## config.mk

```make
export PLATFORM = sky130hd
export DESIGN_NAME = pddr_port
export DESIGN_NICKNAME = d
export VERILOG_FILES = /design/src/verilog/pddr_pkg.sv /design/src/verilog/pddr_port.sv
export VERILOG_INCLUDE_DIRS = /design/src /design/src/verilog
export SDC_FILE = /design/constraint.sdc
export NUM_CORES = 1
export LEC_CHECK = 0
export BUFFER_PORTS_ARGS = -buffer_cell sky130_fd_sc_hd__buf_2
export CAP_MARGIN = 30
export CORE_AREA = 2 2 79 81
export CTS_CLUSTER_DIAMETER = 40
export DETAILED_ROUTE_END_ITERATION = 8
export DIE_AREA = 0 0 81 83
export GPL_TIMING_DRIVEN = 0
export PLACE_DENSITY = 0.64
export SLEW_MARGIN = 20
export SYNTH_ARGS = -nofsm -noshare
export SYNTH_HDL_FRONTEND = slang
export SYNTH_SLANG_ARGS = --single-unit
```

## constraint.sdc

```tcl
create_clock -name CLK_I -period 2.02 [get_ports CLK_I]
set_clock_uncertainty 0.2 [all_clocks]
set_input_delay 0.404 -clock CLK_I [delete_from_list [all_inputs] [get_ports CLK_I]]
set_output_delay 0.404 -clock CLK_I [all_outputs]
set_load 0.005 [all_outputs]
```

## src/verilog/pddr_defs.svh

```systemverilog
// Constants of the port data and direction block
// What this block does
// - Data read returns pin level for every input-configured bit.
// - Data read returns latch value for every output-configured bit.
// - Bit set reads byte, forces one bit high, writes whole byte back.
// - Byte write to data register also updates latches of input pins.
// - Output pins drive their latch bit, following writes at once.
// - Direction bit zero means input, one means output.
// - Direction register is write-only and always reads as all ones.
// - Every port access moves exactly one byte over an 8-bit path.
`ifndef PDDR_DEFS_SVH
`define PDDR_DEFS_SVH
`define PDDR_WIDTH        8
`define PDDR_SEL_DATA     1'b0
`define PDDR_SEL_DIR      1'b1
`define PDDR_DIR_READBACK 8'hff
`define PDDR_DATA_RESET   8'h00
`define PDDR_DIR_RESET    8'h00
`endif

```

## src/verilog/pddr_pkg.sv

```systemverilog
// Types of the port data and direction block
`default_nettype none
`include "pddr_defs.svh"
package pddr_pkg;
  typedef enum logic [1:0] {
    PDDR_OP_READ  = 2'b00,
    PDDR_OP_WRITE = 2'b01,
    PDDR_OP_SINGLE_BIT_SET_OP  = 2'b10,
    PDDR_OP_SINGLE_BIT_CLEAR_OP  = 2'b11
  } pddr_op_t;
  typedef enum logic [1:0] {
    PDDR_ST_IDLE   = 2'b00,
    PDDR_ST_MODIFY = 2'b01,
    PDDR_ST_WRITE  = 2'b10
  } pddr_state_t;
  typedef struct packed {
    pddr_op_t   op;
    logic       sel;
    logic [2:0] bit_idx;
    logic [7:0] wdata;
  } pddr_req_t;
endpackage
`default_nettype wire

```

## src/verilog/pddr_port.sv

```systemverilog
// Eight-pin port with direction control, readback and read-modify-write bit ops
`timescale 1ns/1ns
`default_nettype none
`include "pddr_defs.svh"
module pddr_port
  import pddr_pkg::*;
#(
  parameter int WIDTH = `PDDR_WIDTH
) (
  input  wire logic        CLK_I,
  input  wire logic        RESETN_I,
  input  wire logic        CE_I,
  input  wire logic        REQ_VALID_I,
  input  wire pddr_req_t   REQ_I,
  input  wire logic [7:0]  PIN_I,
  output logic      [7:0]  PIN_O,
  output logic      [7:0]  PIN_OEN_O,
  output logic      [7:0]  RDATA_O,
  output logic             RVALID_O,
  output logic             BUSY_O
);
  // ************************************************************
  // Parameter check
  // ************************************************************
  // Elaboration stops here for any width but one byte
  if (WIDTH != `PDDR_WIDTH) begin : g_width_check
    $error("pddr_port serves an 8-bit path only");
  end

  // ************************************************************
  // State
  // ************************************************************
  logic [7:0]  pin_output_latch_r, pin_output_latch_nxt;
  logic [7:0]  pin_direction_control_r, pin_direction_control_nxt;
  logic [7:0]  rdata_r, rdata_nxt;
  logic        rvalid_r, rvalid_nxt;
  pddr_state_t state_r, state_nxt;
  pddr_req_t   held_r, held_nxt;
  logic [7:0]  work_r, work_nxt;

  // Readback: output bits show the latch, input bits the live pin
  function automatic logic [7:0] read_byte(input logic sel, input logic [7:0] dir,
                                           input logic [7:0] lat, input logic [7:0] pin);
    if (sel == `PDDR_SEL_DIR) begin
      read_byte = `PDDR_DIR_READBACK;
    end else begin
      read_byte = (dir & lat) | (~dir & pin);
    end
  endfunction

  always_comb begin
    pin_output_latch_nxt      = pin_output_latch_r;
    pin_direction_control_nxt = pin_direction_control_r;
    rdata_nxt                 = rdata_r;
    rvalid_nxt                = 1'b0;
    state_nxt                 = state_r;
    held_nxt                  = held_r;
    work_nxt                  = work_r;
    case (state_r)
      PDDR_ST_IDLE: begin
        if (REQ_VALID_I) begin
          held_nxt = REQ_I;
          if (REQ_I.op == PDDR_OP_READ) begin
            rdata_nxt  = read_byte(REQ_I.sel, pin_direction_control_r, pin_output_latch_r, PIN_I);
            rvalid_nxt = 1'b1;
          end else if (REQ_I.op == PDDR_OP_WRITE) begin
            // Whole byte lands, input-pin latches included
            if (REQ_I.sel == `PDDR_SEL_DIR) begin
              pin_direction_control_nxt = REQ_I.wdata;
            end else begin
              pin_output_latch_nxt = REQ_I.wdata;
            end
          end else begin
            // Read phase of bit op: same readback as a plain read
            work_nxt  = read_byte(REQ_I.sel, pin_direction_control_r, pin_output_latch_r, PIN_I);
            state_nxt = PDDR_ST_MODIFY;
          end
        end
      end
      PDDR_ST_MODIFY: begin
        // Only the named bit changes; the rest is whatever the read phase saw
        if (held_r.op == PDDR_OP_SINGLE_BIT_SET_OP) begin
          work_nxt = work_r | (8'h01 << held_r.bit_idx);
        end else begin
          work_nxt = work_r & ~(8'h01 << held_r.bit_idx);
        end
        state_nxt = PDDR_ST_WRITE;
      end
      PDDR_ST_WRITE: begin
        // Write-back of the full byte; a direction target sees ones from readback
        if (held_r.sel == `PDDR_SEL_DIR) begin
          pin_direction_control_nxt = work_r;
        end else begin
          pin_output_latch_nxt = work_r;
        end
        state_nxt = PDDR_ST_IDLE;
      end
      default: begin
        state_nxt = PDDR_ST_IDLE;
      end
    endcase
  end

  always_ff @(posedge CLK_I or negedge RESETN_I) begin
    if (!RESETN_I) begin
      pin_output_latch_r      <= `PDDR_DATA_RESET;
      pin_direction_control_r <= `PDDR_DIR_RESET;
      rdata_r                 <= 8'h00;
      rvalid_r                <= 1'b0;
      state_r                 <= PDDR_ST_IDLE;
      held_r                  <= '0;
      work_r                  <= 8'h00;
    end else if (CE_I) begin
      pin_output_latch_r      <= pin_output_latch_nxt;
      pin_direction_control_r <= pin_direction_control_nxt;
      rdata_r                 <= rdata_nxt;
      rvalid_r                <= rvalid_nxt;
      state_r                 <= state_nxt;
      held_r                  <= held_nxt;
      work_r                  <= work_nxt;
    end
  end

  // ************************************************************
  // Pin drivers, registered so outputs come from flops
  // ************************************************************
  // Fed from the next values so a write reaches the pins on the same edge
  // as the latch, with no extra cycle of lag
  logic [7:0] pin_o_r, pin_o_nxt;
  logic [7:0] pin_oen_r, pin_oen_nxt;
  logic       busy_r, busy_nxt;

  always_comb begin
    pin_o_nxt   = pin_output_latch_nxt;
    pin_oen_nxt = ~pin_direction_control_nxt;
    busy_nxt    = (state_nxt != PDDR_ST_IDLE);
  end

  always_ff @(posedge CLK_I or negedge RESETN_I) begin
    if (!RESETN_I) begin
      pin_o_r   <= `PDDR_DATA_RESET;
      pin_oen_r <= ~`PDDR_DIR_RESET;
      busy_r    <= 1'b0;
    end else if (CE_I) begin
      pin_o_r   <= pin_o_nxt;
      pin_oen_r <= pin_oen_nxt;
      busy_r    <= busy_nxt;
    end
  end

  assign PIN_O     = pin_o_r;
  assign PIN_OEN_O = pin_oen_r;
  assign RDATA_O   = rdata_r;
  assign RVALID_O  = rvalid_r;
  assign BUSY_O    = busy_r;

  // ************************************************************
  // Checks
  // ************************************************************
  chk_dir_readback: assert property (@(posedge CLK_I) disable iff (!RESETN_I)
    (CE_I && REQ_VALID_I && state_r == PDDR_ST_IDLE && REQ_I.op == PDDR_OP_READ && REQ_I.sel)
    |=> (RDATA_O == 8'hff && RVALID_O)) else $error("direction read not all ones");
  chk_data_readback: assert property (@(posedge CLK_I) disable iff (!RESETN_I)
    (CE_I && REQ_VALID_I && state_r == PDDR_ST_IDLE && REQ_I.op == PDDR_OP_READ && !REQ_I.sel)
    |=> (RDATA_O == (($past(pin_direction_control_r) & $past(pin_output_latch_r))
                    | (~$past(pin_direction_control_r) & $past(PIN_I)))))
    else $error("data readback mixes pins and latch wrongly");
  chk_pin_follow: assert property (@(posedge CLK_I) disable iff (!RESETN_I)
    (PIN_O == pin_output_latch_r)) else $error("pin drive differs from latch");
  chk_oen_dir: assert property (@(posedge CLK_I) disable iff (!RESETN_I)
    (PIN_OEN_O == ~pin_direction_control_r)) else $error("enable differs from direction");
  chk_write_data: assert property (@(posedge CLK_I) disable iff (!RESETN_I)
    (CE_I && REQ_VALID_I && state_r == PDDR_ST_IDLE && REQ_I.op == PDDR_OP_WRITE && !REQ_I.sel)
    |=> (pin_output_latch_r == $past(REQ_I.wdata) && PIN_O == $past(REQ_I.wdata)))
    else $error("byte write not taken whole");
  chk_bitop_seq: assert property (@(posedge CLK_I) disable iff (!RESETN_I)
    (CE_I && state_r == PDDR_ST_MODIFY) ##1 (CE_I [*2])
    |-> (state_r == PDDR_ST_IDLE && BUSY_O == 1'b0)) else $error("bit op did not finish");
  chk_single_bit_set_op_bit: assert property (@(posedge CLK_I) disable iff (!RESETN_I)
    (CE_I && state_r == PDDR_ST_MODIFY && held_r.op == PDDR_OP_SINGLE_BIT_SET_OP && !held_r.sel) ##1 CE_I
    |=> pin_output_latch_r[$past(held_r.bit_idx, 2)]) else $error("set bit not one after write");
  chk_dir_single_bit_clear_op: assert property (@(posedge CLK_I) disable iff (!RESETN_I)
    (CE_I && state_r == PDDR_ST_MODIFY && held_r.op == PDDR_OP_SINGLE_BIT_CLEAR_OP && held_r.sel) ##1 CE_I
    |=> ($countones(pin_direction_control_r) == 7)) else $error("clear on direction wrong");

  // ************************************************************
  // Bit operation, direction write, read valid and enable checks
  // ************************************************************
  // The read phase of a bit op sees the same pin and latch mix as a plain read
  chk_bitop_read: assert property (@(posedge CLK_I) disable iff (!RESETN_I)
    (CE_I && REQ_VALID_I && state_r == PDDR_ST_IDLE && !REQ_I.sel
     && (REQ_I.op == PDDR_OP_SINGLE_BIT_SET_OP || REQ_I.op == PDDR_OP_SINGLE_BIT_CLEAR_OP))
    |=> (work_r == (($past(pin_direction_control_r) & $past(pin_output_latch_r))
                   | (~$past(pin_direction_control_r) & $past(PIN_I)))))
    else $error("bit op read phase took the wrong byte");
  chk_bitop_busy: assert property (@(posedge CLK_I) disable iff (!RESETN_I)
    (CE_I && REQ_VALID_I && state_r == PDDR_ST_IDLE
     && (REQ_I.op == PDDR_OP_SINGLE_BIT_SET_OP || REQ_I.op == PDDR_OP_SINGLE_BIT_CLEAR_OP))
    |=> (BUSY_O && state_r == PDDR_ST_MODIFY)) else $error("bit op did not raise busy");
  chk_single_bit_clear_op_bit: assert property (@(posedge CLK_I) disable iff (!RESETN_I)
    (CE_I && state_r == PDDR_ST_MODIFY && held_r.op == PDDR_OP_SINGLE_BIT_CLEAR_OP && !held_r.sel) ##1 CE_I
    |=> !pin_output_latch_r[$past(held_r.bit_idx, 2)]) else $error("cleared bit not zero after write");
  // Write-back must reach the pins on the same edge as the latch
  chk_bitop_pins: assert property (@(posedge CLK_I) disable iff (!RESETN_I)
    (CE_I && state_r == PDDR_ST_WRITE && !held_r.sel)
    |=> (PIN_O == $past(work_r) && pin_output_latch_r == $past(work_r)))
    else $error("write-back not on the pins");
  // A request that lands during write-back is dropped; the modified byte wins
  chk_busy_refuse: assert property (@(posedge CLK_I) disable iff (!RESETN_I)
    (CE_I && REQ_VALID_I && state_r == PDDR_ST_WRITE && !held_r.sel)
    |=> (pin_output_latch_r == $past(work_r) && !RVALID_O)) else $error("request taken while busy");
  chk_dir_write: assert property (@(posedge CLK_I) disable iff (!RESETN_I)
    (CE_I && REQ_VALID_I && state_r == PDDR_ST_IDLE && REQ_I.op == PDDR_OP_WRITE && REQ_I.sel)
    |=> (PIN_OEN_O == ~$past(REQ_I.wdata))) else $error("direction write not taken whole");
  // Read data is only flagged for a read taken on the previous edge
  chk_rvalid_read: assert property (@(posedge CLK_I) disable iff (!RESETN_I)
    (CE_I && !(REQ_VALID_I && state_r == PDDR_ST_IDLE && REQ_I.op == PDDR_OP_READ))
    |=> !RVALID_O) else $error("read valid without a read");
  // Low enable freezes every register, so the pins hold too
  chk_ce_freeze: assert property (@(posedge CLK_I) disable iff (!RESETN_I)
    !CE_I |=> ($stable(pin_output_latch_r) && $stable(pin_direction_control_r)
              && $stable(state_r) && $stable(PIN_O))) else $error("state moved with enable low");
endmodule // pddr_port
`default_nettype wire
```

# == Word-level counts from Yosys, hierarchy flattened ==
# Cells that the tools add are included.
# word_totals
word_cells,64
n_memories,0
ramBits,0
latch_bits,0
output_inout_bits,26
mem_bits_ro,0
reg_bits,50
in_bits,26
# classes
reduce_logical,9
n_bitwise,8
n_div,0
n_addsub,0
eq_ne,10
n_mul,0
order_cmp,0
n_mux,25
shifts,1
# ops
operator,count
two-way mux 8 bit,15
one-hot mux 8 bit (2 select lines),3
AND 8 bit,3
NOT 8 bit,3
bitwise OR 8 bit,2
!= test 2 bit (second input constant),6
left shift 1 x 3 -> 8 bit (first input constant),1
AND reduction 7 bit,1
two-way mux 2 bit,3
nonzero test 2 bit,3
AND reduction 5 bit,1
== test 2 x 1 -> 1 bit (second input constant),2
== test 2 bit (second input constant),2
logical NOT 2 bit,2
one-hot mux 2 bit (2 select lines),1
AND reduction 4 bit,1
two-way mux 1 bit,3
AND reduction 3 bit,1

# == Depth between registers and ports, before layout ==
# Gate-level depths: netlist of the first run.
# logic_depth
depth_word,8
mapped_depth,7
ltp_nobuf,4

# == Worst setup path before layout of the first run ==
# No wires, ideal clock.
# synth_timing
path_kind,flip-flop to flip-flop
startpoint,register state_r[0]
endpoint,register with a tool-made name
n_path_buf,2
period_less_slack_ps,1864
setup_ps,82
path_stages_with_launch,7
required_ps,1738
path_slack_ps,156
t_arrival_ps,1582
cell_sequence,dfrtp_1 > buf_6 > nor2b_4 > buf_6 > or4b_4 > o32a_1 > a31oi_1
# synth_lines
element,line,rtl
start: declaration,pddr_port.sv:37,"pddr_state_t state_r, state_nxt;"
start signal: assignment,pddr_port.sv:118,state_r <= state_nxt;

==> results of run 1 <==
cell type report:
type,count,area share (%)
inverter,12,1.43
multi-input combinational,177,38.9
clock inverter,1,0.159
buffer,18,3.10
tap,75,2.98
timing repair buffer,60,10.6
clock buffer,7,2.74
sequential,50,40.1
power by group:
group	switching [mW]	total, mW	leakage [nW]	internal [mW]
logic	0.579	1.22	0.756	0.640
registers	0.336	1.74	0.566	1.41
clock network	0.344	0.621	0.0482	0.277
stage by stage:
stage	TNS (ps)	setup slack [ps]	power, mW
4_1_cts	0	1.08	3.58
5_1_grt	-370	-83.7	3.85
3_3_place_gp	-1880	-156	2.92
3_5_place_dp	-2650	-188	2.95
6_report	0	22.9	3.58
2_1_floorplan	0	156	2.46
final timing paths:
kind / start / end / slack (ps) / cells after the start
hold reg to reg: RDATA_O[1]$_DFFE_PN0P_ / RDATA_O[1]$_DFFE_PN0P_ / 280 / 2
min in group asynchronous: RESETN_I / held_r[11]$_DFFE_PN0P_ / 370 / 2
setup / recovery: state_r[0]$_DFFE_PN0P_ / register / 20 / 6
setup reg to reg: state_r[0]$_DFFE_PN0P_ / register / 20 / 6
hold / removal: REQ_I[10] / held_r[10]$_DFFE_PN0P_ / 130 / 2
max in group asynchronous: RESETN_I / PIN_OEN_O[4]$_DFFE_PN1P_ / 650 / 3
Yosys cell counts (4+ instances only):
library cell	instances	area (um2)
nor2_1	11	41.3
a21oi_1	25	125
a211oi_1	8	60.1
dfstp_2	8	210
nand2_1	13	48.8
inv_1	12	45.0
mux2_2	18	203
mux2i_1	8	80.1
a31oi_1	12	75.1
o21a_1	8	60.1
o21ai_0	31	155
o221ai_1	8	70.1
nand2b_1	4	25.0
clkbuf_1	11	41.3
dfrtp_1	42	1050
nor2b_1	9	56.3
worst max-delay path, delay by kind of cell (launching register included):
family	cells	cell delay (ps)
AOI/OAI and AO/OA	2	460
DFF	1	380
buffers and inverters	2	240
and+or+nand+nor	2	630
kinds of logic (layout without fill, tap and decap cells):
kind of cell,count (synthesis),in the layout,synth area share [%]
buffers and inverters,31,98,5.20
AND/OR/NAND/NOR,49,49,10.9
AO/OA/AOI/OAI,102,102,24.4
multiplexers,26,26,10.9
flip-flops,50,50,48.6
routing by layer:
| metal | up-vias | GRT usage [%] | part of all wire (%) |
|---|---|---|---|
| li1 | 1083 | - | - |
| met1 | 1129 | 30.9 | 47 |
| met2 | 68 | 30.1 | 45 |
| met3 | 12 | 3.80 | 5.4 |
| met4 | 0 | 7.86 | 2.2 |
| met5 | - | 0 | 0 |
what timing repair did:
item                                    4_1_cts  5_1_grt
gates cloned                                  0        2
hold buffers                                  1        0
pin swaps                                     0        2
buffers inserted                              0        5
endpoints found under the setup margin       15       20
endpoints found under the hold margin        18        0
resized for setup                             5       10
==> impl_results.md, run 1 <==
- Status: completed
- Clock Tree Buf Depth: 2
- Placer Congestion: 0.846
- Worst-path fanout max: 5
- Total global-route track usage: around a fifth
- Period minus WS final: approximately 2000 ps
- Number of antenna diodes: 0
- Commonest non-fill, non-tap cells in the layout: buf_2 (54), dfrtp_1 (41), o21ai_0 (31)
- Die Y: slightly above 80 um
- Max_slew headroom: 64.6%
- EDFF count, synth: 0
- WL per Instance: between 15 and 20 um
- Cell mode on critical path: buf_6
- Number of global-route vias before repair: 2120
- YS warnings: 0
- Cell area after layout: approximately 3100 um2
- HP Class: in -> reg
- First-pass GRT wire length: about 11000 um
- CTS tree: built
- FFs w/ async S/R, synth: 100%
- Crit start category: register
- Drt initial violations: 150
- Via count: between 2000 and 2500
- Area of the die: about 6700 um2
- IO Port Bufs: around 50
- GRT overflow: 0
- Register area: between 1000 and 1500 um2
- Lkg Pwr: between 1 and 1.5 nW
- PwrDens: around 1100 nW/um2
- Slew @ Worst Pin: 530 ps
- Final Non-Filler Cells: 400
- Netlist cell types: 35
- Synth-to-Final Area Change: 21.3%
- Slowest stage delay, CP: slightly below 500 ps
- H-tree depth: 2
- Pre-antenna DRT Iters: 4
- Largest net degree at the start of global routing: 33
- Setup CP Type: reg -> reg
- Cell count after synthesis: ~260
- Final hold slack: 125 ps
- Post-Route WL: 6710 um
- Synthesized area: ~2600 um2
- Worst skew pair latency: ~310 ps
- Core area: slightly below 6000 um2
- Most common cell after layout, fill and taps aside: buf_2
- Clock sinks: 50
- Yosys reg bits: 50
- Sequential-to-total area share from yosys stat: around 49%
- DP HPWL: 4890 um
- Initial antenna violation count: 0
- Worst Setup End Kind: register
- Worst Path Required: around 2100 ps
- Worst-path cell chain: buf_6 > nor2b_4 > buf_6 > or4b_4 > o32a_1 > a31oi_1
- Fin util: a little over half
- Final hold vios: 0
- Initial Utilization: roughly 45%
- # fillers: about 570
- Crit path arrival time: roughly 2000 ps
- Tcrit/Tclk final: a little under 100%
- Final #Nets: 350
- Fin. max-slew vios: 0
- Remaining DRCs: 0
- Post-Place Cell Area: 2970 um2
- Vias per cell: roughly 5.7
- Layout cells sized above 1: 33.2%
- Net Count, Synth: between 200 and 300
- TritonCTS buffer count: 5
- Worst path slowest cell: or4b_4
- Reg clk slew, reported paths: approximately 90 ps
- Multi-input gate area: approximately 1200 um2
- Number of cell rows: 28
- Syn Area/Cell: 10.1 um2
- Root Buffer: clkbuf_8
- Main synth FF type: dfrtp_1
- Final setup fails: 0
- Die width: about 81 um
- Antenna-violating nets left: 0
- Worst VDD drop: roughly 0.44 mV
- Fmax achieved: 501 MHz
- Max Cap Viol: 0
- RSZ-0062 raised after global routing: true
- Post-Place Cells: slightly below 400
- Boundary pin count: 52
(Power assumes the default switching activity.)
==> run 2: changes to the inputs <==
SETUP_SLACK_MARGIN = 0.15   (was not set)
==> run 2 against run 1 <==
  * Flip-flop and latch count is the same
  * Final cell count grew 2.0%
  * Sequential power is essentially flat
  * Register-to-register slack gained 30 ps
  * Via count grew 1.0%
  * Global-route usage grew 0.36 points
==> impl_results.md, run 2 (synthesis gave the netlist of run 1 again) <==
- Number of global-route vias before repair: 2158 (was 2120)
- Vias per cell: 5.68 (was 5.73)
- Largest net degree at the start of global routing: 33 (unchanged)
- Placer Congestion: 0.846 (unchanged)
- Sw power: 1.29 mW (was 1.26 mW)
- Synth-to-Final Area Change: 25.8% (was 21.3%)
- Setup TNS: 0 ps (unchanged)
- R2r setup slk: 50 ps (was 20 ps)
- Number of antenna diodes: 0 (unchanged)
- Clock Tree Buf Depth: 2 (unchanged)
- Final #Nets: 358 (was 350)
- Tcrit/Tclk final: 97.3% (was 98.9%)
- Fmax achieved: 509 MHz (was 501 MHz)
- Status: completed (unchanged)
- Drt initial violations: 178 (was 150)
- H-tree depth: 2 (unchanged)
- Initial Utilization: 44.6% (unchanged)
- Final Non-Filler Cells: 408 (was 400)
- Post-Route WL: 7020 um (was 6710 um)
- Total global-route track usage: 21.2% (was 20.8%)
- Clock power frac: 16.8% (was 17.3%)
- Final hold vios: 0 (unchanged)
- Final setup fails: 0 (unchanged)
- Worst Setup End Kind: register (unchanged)
- Layout cells sized above 1: 36.0% (was 33.2%)
- Most common cell after layout, fill and taps aside: buf_2 (unchanged)
- HP Class: in -> reg (unchanged)
- Number of cell rows: 28 (unchanged)
- R2r startpoint: state_r[0]$_DFFE_PN0P_ (unchanged)
- Pre-CTS WS: -188 ps (unchanged)
- CTS tree: built (unchanged)
- WL per Instance: 17.2 um (was 16.8 um)
- Crit path arrival time: 1990 ps (was 2030 ps)
- Int Pwr: 2.38 mW (was 2.33 mW)
- Combinational power share: 36.2% (was 34.0%)
- Depth of the worst hold-timing path: 2 (unchanged)
- Pre-antenna DRT Iters: 4 (unchanged)
- Final hold slack: 129 ps (was 125 ps)
- Worst VDD drop: 0.434 mV (was 0.436 mV)
- FF-to-FF path depth: 6 (unchanged)
- Remaining DRCs: 0 (unchanged)
- Worst-path fanout max: 7 (was 5)
- Crit start category: register (unchanged)
- Worst skew pair latency: 310 ps (about the same)
- Slew @ Worst Pin: 554 ps (was 530 ps)
- Initial antenna violation count: 0 (unchanged)
- PwrDens: 1120 nW/um2 (was 1140 nW/um2)
- Root Buffer: clkbuf_8 (unchanged)
- Worst Path Required: 2050 ps (about the same)
- Area of the die: 6720 um2 (unchanged)
- Antenna-violating nets left: 0 (unchanged)
- # fillers: 554 (was 567)
- Fin. max-slew vios: 0 (unchanged)
- Lkg Pwr: 1.44 nW (was 1.37 nW)
- Final worst slack: 54.6 ps (was 22.9 ps)
- Commonest non-fill, non-tap cells in the layout: buf_2 (53), dfrtp_1 (41), o21ai_0 (31) (was buf_2 (54), dfrtp_1 (41), o21ai_0 (31))
- Worst setup path startpoint: state_r[0]$_DFFE_PN0P_ (unchanged)
- Boundary pin count: 52 (unchanged)
- Reg clk slew, reported paths: 90 ps (about the same)
- Switching share of power: 35.2% (was 35.1%)
- Core area: 5820 um2 (unchanged)
- Max Cap Viol: 0 (unchanged)
- RSZ-0062 raised after global routing: true (unchanged)
- Period minus WS final: 1970 ps (was 2000 ps)
- DP HPWL: 4890 um (unchanged)
- Die Y: 83 um (unchanged)
- Clock sinks: 50 (unchanged)
- First-pass GRT wire length: 10900 um (was 10700 um)
- Sequential power share: 47.0% (was 48.7%)
- TritonCTS buffer count: 5 (unchanged)
- Max_slew headroom: 63.1% (was 64.6%)
- Via count: 2316 (was 2292)
- Die width: 81 um (unchanged)
- IO Port Bufs: 51 (unchanged)
- Setup CP Type: reg -> reg (unchanged)
- Post-Place Cells: 385 (unchanged)
- GRT overflow: 0 (unchanged)
[run 2: metrics by stage]
step | util, % | area, um2 | total power [mW]
2_1_floorplan | - | 2600 | 2.46
3_3_place_gp | 50.6 | 2950 | 2.92
3_5_place_dp | 51.0 | 2970 | 2.95
4_1_cts | 53.9 | 3130 | 3.60
5_1_grt | 56.2 | 3270 | 3.94
6_report | 56.2 | 3270 | 3.67
[run 2: worst min path at each step]
stage                             end  slack (ps)                   start
6_report       held_r[10]$_DFFE_PN0P_         130               REQ_I[10]
3_5_place_dp     RVALID_O$_DFFE_PN0P_         180                RESETN_I
2_1_floorplan      BUSY_O$_DFFE_PN0P_         -90                RESETN_I
4_1_cts        held_r[10]$_DFFE_PN0P_         120               REQ_I[10]
5_1_grt        held_r[10]$_DFFE_PN0P_         120               REQ_I[10]
3_3_place_gp   RDATA_O[0]$_DFFE_PN0P_         260  RDATA_O[0]$_DFFE_PN0P_
[run 2: timing repair]
item,CTS,global route
resized for setup,10,21
hold buffers,1,0
cloned,0,1
pin swaps,1,5
setup endpoints to repair,29,29
buffers inserted,5,8
endpoints found under the hold margin,18,0
[run 2: worst max-delay path: stages (launching register included)]
cell and delay (ps):
dfrtp_1 360, buf_6 120, nor2b_4 140, buf_6 100, or4b_4 490, o32a_1 300
a31oi_1 160
[run 2: metal layers]
| metal | wire (um) | share of wire [%] | track usage (%) | vias up |
|---|---|---|---|---|
| li1 | - | - | - | 1092 |
| met1 | 3210 | 46 | 31.6 | 1140 |
| met2 | 3240 | 46 | 30.1 | 74 |
| met3 | 448 | 6.4 | 4.02 | 10 |
| met4 | 127 | 1.8 | 8.32 | 0 |
| met5 | 0 | 0 | 0 | - |
[run 2: power groups by stage]
stage                     combinational [mW]  clock [mW]  sequential, mW
after detailed placement                1.21           0            1.74
after global placement                  1.19           0            1.73
final                                   1.33       0.617            1.73
after floorplan                        0.776           0            1.68
after CTS                               1.25       0.632            1.72
after global routing                    1.48       0.674            1.78
[run 2: layout make-up]
cell class	instances	area [um2]	area share [%]
Buffer	19	113	3.45
Clock buffer	7	86.3	2.64
Clock inverter	1	5.00	0.153
Inverter	12	45.0	1.38
Multi-Input combinational cell	177	1270	38.9
Sequential cell	50	1260	38.7
Tap cell	75	93.8	2.87
Timing Repair Buffer	67	392	12.0
==> run 3: changes to the inputs <==
CORE_AREA = 2 2 72 74   (was 2 2 79 81)
DIE_AREA = 0 0 74 76   (was 0 0 81 83)
PLACE_DENSITY = 0.75   (was 0.64)
REMOVE_ABC_BUFFERS = 1   (was not set)
==> run 3 against run 2 <==
  * Fmax rose by 2.6%
  * Utilization up 10 points
  * Hold slack worse by 2.6 ps
  * Sequential share of layout area rose by 0.32 points
  * Wire length down 2.7%
  * First-iteration DRC count is 44% higher
  * Cell area down 0.54%
  * Combinational power is 5% lower
  * Flip-flop and latch count is the same
  * Largest power group unchanged
==> impl_results.md, run 3 (synthesis gave the netlist of run 1 again) <==
- Worst Path Required: 2050 ps (about the same)
- Clock sinks: 50 (unchanged)
- Lkg Pwr: 1.42 nW (was 1.44 nW)
- Worst-path fanout max: 6 (was 7)
- Sequential power share: 47.9% (was 47.0%)
- Hold path endpoint: held_r[9]$_DFFE_PN0P_ (was held_r[10]$_DFFE_PN0P_)
- Pre-antenna DRT Iters: 4 (unchanged)
- Number of cell rows: 26 (was 28)
- M2 GR Usage: 39.1% (was 30.1%)
- Core area: 4910 um2 (was 5820 um2)
- TritonCTS buffer count: 5 (unchanged)
- Combinational power share: 33.5% (was 36.2%)
- Final hold slack: 126 ps (was 129 ps)
- GRT overflow: 0 (unchanged)
- Slowest stage delay, CP: 550 ps (was 490 ps)
- Sw power: 1.29 mW (about the same)
- Fmax achieved: 522 MHz (was 509 MHz)
- H-tree depth: 2 (unchanged)
- Die Y: 76 um (was 83 um)
- Status: completed (unchanged)
- Worst-path cell chain: nor2b_4 > or4b_4 > o32a_1 > a31oi_1 (was buf_6 > nor2b_4 > buf_6 > or4b_4 > o32a_1 > a31oi_1)
- Total global-route track usage: 24.1% (was 21.2%)
- Boundary pin count: 52 (unchanged)
- Root Buffer: clkbuf_8 (unchanged)
- Tcrit/Tclk final: 94.8% (was 97.3%)
- Final hold vios: 0 (unchanged)
- Final #Nets: 341 (was 358)
- Worst VDD drop: 0.522 mV (was 0.434 mV)
- Switching share of power: 34.4% (was 35.2%)
- Max_slew headroom: 59.0% (was 63.1%)
- Fin util: 66.1% (was 56.2%)
- Slew @ Worst Pin: 614 ps (was 554 ps)
- Number of antenna diodes: 0 (unchanged)
- Depth of the worst hold-timing path: 2 (unchanged)
- Commonest non-fill, non-tap cells in the layout: buf_2 (50), dfrtp_1 (40), o21ai_0 (31) (was buf_2 (53), dfrtp_1 (41), o21ai_0 (31))
- Register area: 1270 um2 (was 1260 um2)
- Area of the die: 5620 um2 (was 6720 um2)
- Drt initial violations: 256 (was 178)
- Multi-input gate area: 1290 um2 (was 1270 um2)
- Most common cell after layout, fill and taps aside: buf_2 (unchanged)
- Reg clk slew, reported paths: 90 ps (about the same)
- Via count: 2303 (was 2316)
- Placer Congestion: 0.794 (was 0.846)
- Layout cells sized above 1: 35.8% (was 36.0%)
- Max Cap Viol: 0 (unchanged)
- # fillers: 390 (was 554)
- WP buf/inv: 0 (was 2)
- Worst Setup End Kind: register (unchanged)
- R2r setup slk: 100 ps (was 50 ps)
- Final setup fails: 0 (unchanged)
- Antenna-violating nets left: 0 (unchanged)
- Largest net degree at the start of global routing: 35 (was 33)
- Min-delay src: REQ_I[9] (was REQ_I[10])
- Worst path slowest cell: dfrtp_4 (was or4b_4)
- Remaining DRCs: 0 (unchanged)
- Int Pwr: 2.46 mW (was 2.38 mW)
- M1 GR Usage: 32.4% (was 31.6%)
- PwrDens: 1160 nW/um2 (was 1120 nW/um2)
- FF-to-FF path depth: 4 (was 6)
- Setup CP Type: reg -> reg (unchanged)
- Crit path arrival time: 1950 ps (was 1990 ps)
- WL per Instance: 17.7 um (was 17.2 um)
- Met3 usage: 4.23% (was 4.02%)
- R2r startpoint: state_r[1]$_DFFE_PN0P_ (was state_r[0]$_DFFE_PN0P_)
- Period minus WS final: 1920 ps (was 1970 ps)
- DP HPWL: 4340 um (was 4890 um)
- Die width: 74 um (was 81 um)
- Crit start category: register (unchanged)
- HP Class: in -> reg (unchanged)
- CP top delay family: simple AND/OR/NAND/NOR gates (unchanged)
- Clock Tree Buf Depth: 2 (unchanged)
- Initial Utilization: 52.9% (was 44.6%)
- IO Port Bufs: 51 (unchanged)
- Vias per cell: 5.97 (was 5.68)
- RSZ-0062 raised after global routing: true (unchanged)
- Fin. max-slew vios: 0 (unchanged)
- CTS tree: built (unchanged)
- Post-Route WL: 6830 um (was 7020 um)
- Worst skew pair latency: 300 ps (was 310 ps)
- Number of global-route vias before repair: 2122 (was 2158)
- Initial antenna violation count: 0 (unchanged)
- Layer with the highest usage: met2 (was met1)
- Synth-to-Final Area Change: 25.1% (was 25.8%)
- First-pass GRT wire length: 10500 um (was 10900 um)
- Clock power frac: 18.6% (was 16.8%)
==> run 3: cell types whose count changed in the layout (fill, tap and decap cells not counted), sizes merged <==
| cell | before | now |
|---|---|---|
| clkinvlp | 0 | 1 |
| bufinv | 0 | 1 |
| buf | 76 | 67 |
| clkbuf | 16 | 7 |
| clkinv | 1 | 0 |
==> run 3: worst register-to-register path, cell delays in order (launching register included) <==
cell and delay (ps):
dfrtp_4 550, nor2b_4 130, or4b_4 500, o32a_1 310, a31oi_1 160
==> run 3: what timing repair did <==
action,4_1_cts,5_1_grt
gates cloned,0,1
resized for setup,10,13
hold buffers,1,0
setup buffers,9,6
setup endpoints to repair,47,38
pin swaps,2,2
endpoints found under the hold margin,20,0
==> run 3: stage by stage <==
step	worst slack (ps)	setup TNS (ps)	power [mW]	std cells	cell area, um2
after floorplan	-374	-3740	2.42	239	2510
after global routing	50.5	0	4.01	386	3250
final	104	0	3.76	386	3250
after CTS	117	0	3.68	379	3120
after detailed placement	-793	-14210	2.92	361	2880
after global placement	-1230	-20330	2.86	360	2850
==> run 3: power by group through the flow <==
stage | clock [mW] | combinational (mW) | sequential, mW
final | 0.699 | 1.26 | 1.80
after global placement | 0 | 1.06 | 1.79
after global routing | 0.750 | 1.40 | 1.85
after detailed placement | 0 | 1.11 | 1.81
after CTS | 0.716 | 1.18 | 1.79
after floorplan | 0 | 0.690 | 1.73
==> run 3: layout make-up <==
cell class	instances	area share, %
Inverter	12	1.39
Multi-Input combinational cell	177	39.6
Clock inverter	2	1.16
Clock buffer	6	2.23
Tap cell	70	2.70
Timing Repair Buffer	69	13.9
Sequential cell	50	39.0
==> run 3: routing by layer <==
metal  vias up  part of all wire [%]
met1      1122                    42
met3        16                   6.3
met2       103                    50
met5         -                     0
met4         0                   2.6
li1       1062                     -
==> run 3: how the worst max path moves through the flow <==
stage | startpoint | depth (start not counted) | slack, ps | end
floorplan | state_r[1]$_DFFE_PN0P_ | 4 | -370 | RDATA_O[0]$_DFFE_PN0P_
global placement | CE_I | 5 | -1230 | RDATA_O[3]$_DFFE_PN0P_
detailed placement | CE_I | 5 | -790 | RDATA_O[2]$_DFFE_PN0P_
CTS | state_r[1]$_DFFE_PN0P_ | 4 | 120 | register
global route | state_r[1]$_DFFE_PN0P_ | 4 | 50 | register
finish | state_r[1]$_DFFE_PN0P_ | 4 | 100 | register
